[config.mk]
export PLATFORM = sky130hd
export DESIGN_NAME = mcss_top
export DESIGN_NICKNAME = d
export VERILOG_FILES = /design/src/include/mcss_pkg.sv /design/src/hdl/mcss_clk_mux.sv /design/src/hdl/mcss_top.sv
export SDC_FILE = /design/constraint.sdc
export NUM_CORES = 1
export LEC_CHECK = 0
export BUFFER_PORTS_ARGS = -buffer_cell sky130_fd_sc_hd__buf_4
export CAP_MARGIN = 20
export CORE_MARGIN = 1
export CORE_UTILIZATION = 47
export CTS_CLUSTER_SIZE = 12
export DETAILED_ROUTE_END_ITERATION = 10
export PLACE_DENSITY = 0.9
export SLEW_MARGIN = 30
export SYNTH_ARGS = -nofsm -noshare
export SYNTH_HDL_FRONTEND = slang
export SYNTH_SLANG_ARGS = --single-unit
export TNS_END_PERCENT = 30
[constraint.sdc]
create_clock -name clk_i -period 2.5 [get_ports clk_i]
set_clock_uncertainty 0.15 [all_clocks]
set_input_delay 0.25 -clock clk_i [delete_from_list [all_inputs] [get_ports clk_i]]
set_output_delay 0.25 -clock clk_i [all_outputs]
set_load 0.1 [all_outputs]
[src/include/mcss_pkg.sv]
// Package for the core clock source select block: register map, field layout,
// source codes and switchover counts.
// Assumes a 32-bit APB register bus and a 25 MHz system clock.
package mcss_pkg;

   // ****************************************
   // Register map
   // ****************************************
   localparam logic [7:0] CSEL_IDX = 8'hA5;
   localparam logic [11:0] CSEL_ADDR = {2'h0, CSEL_IDX, 2'h0};
   localparam logic [7:0] CSEL_RESET = 8'h40;
   localparam int ADDR_W = 12;

   // ****************************************
   // Field positions
   // ****************************************
   localparam int BIT_SLEEP = 7;
   localparam int BIT_RING_OSC_ENABLE = 6;
   localparam int BIT_SRC_SEL = 5;
   localparam int BIT_RATE_HI = 4;
   localparam int BIT_RATE_LO = 3;
   localparam int BIT_STABLE = 2;

   // ****************************************
   // Clock sources
   // ****************************************
   localparam int NUM_SRC = 5;
   localparam logic [2:0] SRC_RATE_3M75 = 3'h0;
   localparam logic [2:0] SRC_RATE_7M5 = 3'h1;
   localparam logic [2:0] SRC_RATE_15M = 3'h2;
   localparam logic [2:0] SRC_RATE_30M = 3'h3;
   localparam logic [2:0] SRC_RING = 3'h4;

   // Edges of the old clock, then of the new one, per changeover
   localparam logic [1:0] SWITCH_EDGES = 2'h3;

   // ****************************************
   // Types
   // ****************************************
   typedef struct packed {
      logic sleep;
      logic ring_osc_enable;
      logic src_sel;
      logic [1:0] rate;
   } mcss_ctrl_t;

   typedef struct packed {
      logic ring_osc_run;
      logic osc_stop;
   } mcss_osc_t;

endpackage

[src/hdl/mcss_clk_mux.sv]
// Glitch-free core clock multiplexer working on sampled clock levels.
// Assumes its source levels are already synchronised to clk_i.
`timescale 1ns/10ps
`default_nettype none

module mcss_clk_mux
   import mcss_pkg::*;
(
   // Clock and reset
   input wire logic clk_i,
   input wire logic rst_i,
   input wire logic ce_i,
   // Sources and selection
   input wire logic [NUM_SRC-1:0] src_lvl_i,
   input wire logic [2:0] want_i,
   // Outputs
   output logic clk_o,
   output logic [2:0] cur_o,
   output logic busy_o
);

   typedef enum logic [1:0] {
      MUX_RUN = 2'b00,
      MUX_DRAIN = 2'b01,
      MUX_FILL = 2'b10
   } mcss_mux_st_t;

   mcss_mux_st_t st_q, st_d;
   logic [2:0] cur_q, cur_d;
   logic [1:0] cnt_q, cnt_d;
   logic [NUM_SRC-1:0] prev_q;
   logic out_en;
   logic cur_fall;
   logic clk_d;

   function automatic logic fall_at(input logic [NUM_SRC-1:0] p, input logic [NUM_SRC-1:0] n,
                                    input logic [2:0] s);
      fall_at = p[s] & ~n[s];
   endfunction

   assign cur_fall = fall_at(prev_q, src_lvl_i, cur_q);
   assign out_en = (st_q == MUX_RUN);
   assign clk_d = src_lvl_i[cur_q] & out_en & prev_q[cur_q];

   always_comb
   begin
      st_d = st_q;
      cur_d = cur_q;
      cnt_d = cnt_q;
      unique case (st_q)
         MUX_RUN:
         begin
            if ((want_i != cur_q) && !clk_d)
            begin
               st_d = MUX_DRAIN;
               cnt_d = 2'h0;
            end
         end
         MUX_DRAIN:
         begin
            if (cur_fall)
            begin
               cnt_d = cnt_q + 2'h1;
               if (cnt_q + 2'h1 == SWITCH_EDGES)
               begin
                  st_d = MUX_FILL;
                  cur_d = want_i;
                  cnt_d = 2'h0;
               end
            end
         end
         MUX_FILL:
         begin
            if (cur_fall)
            begin
               cnt_d = cnt_q + 2'h1;
               if (cnt_q + 2'h1 == SWITCH_EDGES)
               begin
                  st_d = MUX_RUN;
                  cnt_d = 2'h0;
               end
            end
         end
         default:
         begin
            st_d = MUX_RUN;
         end
      endcase
   end

   always_ff @(posedge clk_i or posedge rst_i)
   begin
      if (rst_i)
      begin
         st_q <= MUX_RUN;
         cur_q <= SRC_RING;
         cnt_q <= 2'h0;
         prev_q <= '0;
         clk_o <= 1'b0;
         cur_o <= SRC_RING;
         busy_o <= 1'b0;
      end
      else if (ce_i)
      begin
         st_q <= st_d;
         cur_q <= cur_d;
         cnt_q <= cnt_d;
         prev_q <= src_lvl_i;
         clk_o <= clk_d;
         cur_o <= cur_d;
         busy_o <= (st_d != MUX_RUN);
      end
   end

endmodule
`default_nettype wire

[src/hdl/mcss_top.sv]
// Core clock source select: APB register, oscillator control, power-down
// sequence and glitch-free core clock selection.
// Assumes clock sources, the PHY clock-valid level and nothing else arrive
// asynchronously; the power-down request comes from the core on clk_i.
//
// The APB register port was left to the implementer.
`timescale 1ns/10ps
`default_nettype none

module mcss_top
   import mcss_pkg::*;
(
   // Clock and reset
   input wire logic clk_i,
   input wire logic rst_i,
   input wire logic ce_i,
   // APB slave
   input wire logic psel_i,
   input wire logic penable_i,
   input wire logic pwrite_i,
   input wire logic [ADDR_W-1:0] paddr_i,
   input wire logic [31:0] pwdata_i,
   input wire logic [3:0] pstrb_i,
   output logic [31:0] prdata_o,
   output logic pready_o,
   output logic pslverr_o,
   // Core power-down request
   input wire logic core_pd_i,
   // Asynchronous sources
   input wire logic phy_clk_valid_i,
   input wire logic [NUM_SRC-1:0] src_clk_i,
   // Oscillator control and core clock
   output logic ring_osc_run_o,
   output logic osc_stop_o,
   output logic core_clk_o,
   output logic [2:0] core_src_o,
   output logic switch_busy_o
);

   // ****************************************
   // Input synchronisers
   // ****************************************
   logic [NUM_SRC-1:0] src_s1_q, src_s2_q;
   logic valid_s1_q, valid_s2_q;

   always_ff @(posedge clk_i or posedge rst_i)
   begin
      if (rst_i)
      begin
         src_s1_q <= '0;
         src_s2_q <= '0;
         valid_s1_q <= 1'b0;
         valid_s2_q <= 1'b0;
      end
      else if (ce_i)
      begin
         src_s1_q <= src_clk_i;
         src_s2_q <= src_s1_q;
         valid_s1_q <= phy_clk_valid_i;
         valid_s2_q <= valid_s1_q;
      end
   end

   // ****************************************
   // APB decode
   // ****************************************
   mcss_ctrl_t ctrl_q, ctrl_d;
   logic setup_ph;
   logic hit;
   logic wr_en;
   logic [7:0] reg_rd;
   logic [31:0] rdata_d;

   assign setup_ph = psel_i & ~penable_i;
   assign hit = (paddr_i == CSEL_ADDR);
   assign wr_en = psel_i & penable_i & pready_o & pwrite_i & hit & pstrb_i[0];

   assign reg_rd = {ctrl_q.sleep, ctrl_q.ring_osc_enable, ctrl_q.src_sel, ctrl_q.rate,
                    valid_s2_q, 2'h0};
   assign rdata_d = (hit & ~pwrite_i) ? {24'h0, reg_rd} : 32'h0;

   assign ctrl_d.sleep = pwdata_i[BIT_SLEEP];
   assign ctrl_d.ring_osc_enable = pwdata_i[BIT_RING_OSC_ENABLE];
   assign ctrl_d.src_sel = pwdata_i[BIT_SRC_SEL];
   assign ctrl_d.rate = pwdata_i[BIT_RATE_HI:BIT_RATE_LO];

   always_ff @(posedge clk_i or posedge rst_i)
   begin
      if (rst_i)
      begin
         ctrl_q <= mcss_ctrl_t'(CSEL_RESET[BIT_SLEEP:BIT_RATE_LO]);
         prdata_o <= 32'h0;
         pready_o <= 1'b0;
         pslverr_o <= 1'b0;
      end
      else if (ce_i)
      begin
         if (wr_en)
         begin
            ctrl_q <= ctrl_d;
         end
         pready_o <= setup_ph;
         if (setup_ph)
         begin
            prdata_o <= rdata_d;
            pslverr_o <= ~hit;
         end
      end
   end

   // ****************************************
   // Power-down sequence
   // ****************************************
   typedef enum logic [1:0] {
      PWR_RUN = 2'b00,
      PWR_GATE = 2'b01,
      PWR_OFF = 2'b10
   } mcss_pwr_st_t;

   mcss_pwr_st_t pwr_q, pwr_d;
   mcss_osc_t osc_d;

   always_comb
   begin
      pwr_d = pwr_q;
      unique case (pwr_q)
         PWR_RUN:
         begin
            if (core_pd_i & ctrl_q.sleep)
            begin
               pwr_d = PWR_GATE;
            end
         end
         PWR_GATE:
         begin
            pwr_d = PWR_OFF;
         end
         PWR_OFF:
         begin
            if (~core_pd_i)
            begin
               pwr_d = PWR_RUN;
            end
         end
         default:
         begin
            pwr_d = PWR_RUN;
         end
      endcase
   end

   assign osc_d.ring_osc_run = ctrl_q.ring_osc_enable & (pwr_d == PWR_RUN);
   assign osc_d.osc_stop = (pwr_d == PWR_OFF);

   always_ff @(posedge clk_i or posedge rst_i)
   begin
      if (rst_i)
      begin
         pwr_q <= PWR_RUN;
         ring_osc_run_o <= CSEL_RESET[BIT_RING_OSC_ENABLE];
         osc_stop_o <= 1'b0;
      end
      else if (ce_i)
      begin
         pwr_q <= pwr_d;
         ring_osc_run_o <= osc_d.ring_osc_run;
         osc_stop_o <= osc_d.osc_stop;
      end
   end

   // ****************************************
   // Core clock selection
   // ****************************************
   logic [2:0] want_src;

   assign want_src = ctrl_q.src_sel ? {1'b0, ctrl_q.rate} : SRC_RING;

   mcss_clk_mux u_mux (
      .clk_i(clk_i),
      .rst_i(rst_i),
      .ce_i(ce_i),
      .src_lvl_i(src_s2_q),
      .want_i(want_src),
      .clk_o(core_clk_o),
      .cur_o(core_src_o),
      .busy_o(switch_busy_o)
   );

endmodule
`default_nettype wire

==> impl_metrics.csv <==
group,metric,value,unit
global_routing,grt_pass1_wl,7.044,mm
timing,hold_viol,0,
critical_path,critPathCapture,"u_mux.busy_o",
synthesis,synthTopCellsByArea,"dfrtp_1, mux2_2, buf_4",
synthesis,yosysSeqAreaShare,49.06,%
timing,finalSetupViolations,0,
synthesis,synth_xor_area_share,0.7959,%
clocking,clock_sinks,43,
clocking,htreeDepth,2,
synthesis,synth_compound_area_share,10.06,%
synthesis,synth.top_cell.area_share,45.48,%
global_routing,grt_pass1_vias,1501,
synthesis,syn_avg_cell_area,11.23,um^2
final_layout,final_cell_mix,"buf_4, dfrtp_1, mux2_2, conb_1, nand2_1",
critical_path,reg2reg_to,"u_mux.busy_o",
drt,drt-vias-per-instance,5.256,
drt,via_count,1582,
pwr,p_leak,1.294,nW
placement,portBuffers,45,
final_layout,fin_util,60.52,%
clocking,insertion_delay,300,ps
critical_path,path_cells,"mux2_4 > a222oi_1 > o2111ai_1 > buf_4 > a21o_1 > o211ai_1 > nand4_1",
timing,finalWorstPathRequiredPeriod,2432,ps
critical_path,critical_path_depth,7,
synthesis,async_reset_ff_share,100.0,%
global_routing,grtUsageTotal,18.63,%
critical_path,cp_data_required_time,2510,ps
critical_path,path_max_fanout,5,
critical_path,r2r_start,"u_mux.cur_q[0]",
drt,drtIter0Drc,98,
final_layout,area_growth,21.38,%
critical_path,arrival,2450,ps
synthesis,syn_area,2201,um^2
critical_path,crit_start,"u_mux.cur_q[0]",
die,die_w,70.43,um
critical_path,cp_slowest_stage_delay,510,ps
timing,max_slew_margin,41.30,%
synthesis,synth_top_family_by_area,"multiplexers",
synthesis,yosys.area.top_type,"dfrtp_1",
synthesis,ys_ff_latch,43,
global_routing,grt-ovfl-total,0,
clocking,numCtsBuffers,5,
final_layout,fin_nets,313,
die,die_y,70.43,um
clocking,path_clk_slew,80,ps
clocking,cts_tree,"built",
final_layout,layout_commonest_cell,"buf_4",
synthesis,yosysUniqueCellTypes,39,
pwr,intPower,1.469,mW
pwr,switchingPower,1.078,mW
placement,place_hpwl,3.016,mm
pwr,clkPwrFrac,20.9,%
global_routing,antenna_found_initial,0,
timing,tightest_slew,873.7,ps
clocking,clockBufferDepth,2,
pwr,ir_worst_vdd,0.7322,mV
timing,fmax,411.3,MHz
die,die_area,4960,um^2
timing,rsz0062_at_grt,"true",
timing,timing.final.crit_share,97.26,%
synthesis,syn_inst,196,
drt,ant_nets,0,
critical_path,path_buf_inv,1,
critical_path,reg2reg_slack,70,ps
pwr,pwr-share-comb,42.6,%
synthesis,synth-simple-area-share,10.06,%
critical_path,cp_slowest_cell,"dfrtp_4",
drt,drt_first_pass_iters,4,
critical_path,critical_path_class,"reg -> reg",
critical_path,reg2reg_depth,7,
synthesis,ys.flop_type,"dfrtp_1",
die,coreArea,4414,um^2
critical_path,critPathTopFamily,"compound AO/OA/AOI/OAI gates",
final_layout,nFillCells,361,
pwr,power_density,953.3,nW/um^2
synthesis,synth_mux_area_share,15.41,%
die,start_util,49.86,%
die,boundaryPins,102,
clocking,root_buffer,"clkbuf_8",
drt,wire_per_inst,14.30,um
synthesis,yosysWarningCount,0,
run,cap_violations,0,
timing,drv_slew,0,
pwr,p_total,2.547,mW
synthesis,synthAdderAreaFrac,2.274,%
critical_path,startpoint_type,"flop",
die,placementRows,24,
critical_path,endpoint_kind,"flop",
synthesis,synth_edf_count,0,
hold_path,hold_path.class,"in -> reg",
pwr,sequentialPowerShare,36.5,%
final_layout,num_antenna_cells,0,
pwr,switching_share,42.33,%
drt,drc,0,
status,status,"finished, final reports clean",
drt,totalWireLength,4.305,mm
placement,gp_congestion,0.8149,
final_layout,drive_above_1_share,38.15,%
global_routing,grt_start_max_net_pins,24,
synth_stat cells (3+ instances only):
| library cell | n |
|---|---|
| dfrtp_1 | 40 |
| a21o_1 | 4 |
| buf_4 | 26 |
| inv_1 | 10 |
| a22o_1 | 7 |
| nand4_1 | 3 |
| clkbuf_1 | 5 |
| mux2_2 | 26 |
| ha_1 | 4 |
| o21ai_0 | 10 |
| nand2_1 | 12 |
| a21oi_1 | 4 |
| dfstp_2 | 3 |
| nor2_1 | 9 |
flip-flops by register name, summed over array words and instances (netlist names):
| name | cells |
|---|---|
| pwr_q | 2 |
| u_mux.clk_o | 1 |
| pslverr_o | 1 |
| src_s2_q | 5 |
| u_mux.st_q | 2 |
| u_mux.cur_q | 3 |
| u_mux.busy_o | 1 |
| src_s1_q | 5 |
| pready_o | 1 |
| valid_s1_q | 1 |
| ctrl_q | 5 |
| u_mux.prev_q | 5 |
| valid_s2_q | 1 |
| prdata_o | 6 |
| osc_stop_o | 1 |
| u_mux.cnt_q | 2 |
| ring_osc_run_o | 1 |
how the worst min path moves through the flow:
stage                 start             end  slack, ps  depth (start not counted)
6_report       src_clk_i[1]     src_s1_q[1]         30                          2
5_1_grt         pwdata_i[4]       ctrl_q[1]         20                          2
4_1_cts         pwdata_i[4]       ctrl_q[1]         20                          2
3_5_place_dp          rst_i  u_mux.cur_q[0]         30                          2
3_3_place_gp          rst_i  u_mux.cur_q[0]         30                          2
2_1_floorplan   pwdata_i[3]       ctrl_q[0]        250                          1
layer usage:
metal  global-route usage, %  up-vias  share of wire (%)  routed length (um)
li1                        -      734                  -                   -
met1                   21.33      764                 40                1712
met2                   31.11       71                 51                2196
met3                   5.483       13                6.3                 272
met4                   10.00        0                2.9                 123
met5                       0        -                  0                   0
per-stage QoR:
step	cells	setup slack, ps	cell area (um^2)	TNS, ps	hold slack (ps)
6_report	301	68.45	2671	0	29.39
5_1_grt	301	-15.86	2671	-15.86	18.20
4_1_cts	299	24.55	2646	0	23.06
3_5_place_dp	290	55.54	2526	0	27.86
3_3_place_gp	290	90.68	2526	0	26.60
2_1_floorplan	221	-44.46	2303	-107.5	250.6
timing repair:
action | CTS | global route
gates resized for setup | 0 | 3
hold buffers | 1 | 0
endpoints found under the setup margin | 0 | 3
buffers inserted | 0 | 2
hold endpoints to repair | 26 | 0
cell type report:
type | instances | area, um^2 | area share, %
multi-input cells | 135 | 957.2 | 35.83
clock buffers | 6 | 72.57 | 2.717
inverters | 10 | 37.54 | 1.405
flip-flops and latches | 43 | 1089 | 40.75
repair buffers | 53 | 412.9 | 15.46
well taps | 52 | 65.06 | 2.436
clock inverters | 2 | 37.54 | 1.405
cell families after synthesis:
group / Yosys count
flip-flops: 43
buffers and inverters: 43
AND/OR/NAND/NOR: 41
AO/OA/AOI/OAI: 32
multiplexers: 30
adder cells (fa/ha/maj): 4
XOR/XNOR: 2
other: 1
power by group through the flow:
| stage | clock (mW) | sequential [mW] | combinational [mW] |
|---|---|---|---|
| 4_1_cts | 0.546 | 0.932 | 1.04 |
| 5_1_grt | 0.576 | 0.944 | 1.15 |
| 6_report | 0.532 | 0.930 | 1.09 |
| 3_5_place_dp | 0 | 0.944 | 1.03 |
| 3_3_place_gp | 0 | 0.937 | 1.01 |
| 2_1_floorplan | 0 | 1.19 | 0.613 |
(Power assumes the default switching activity.)
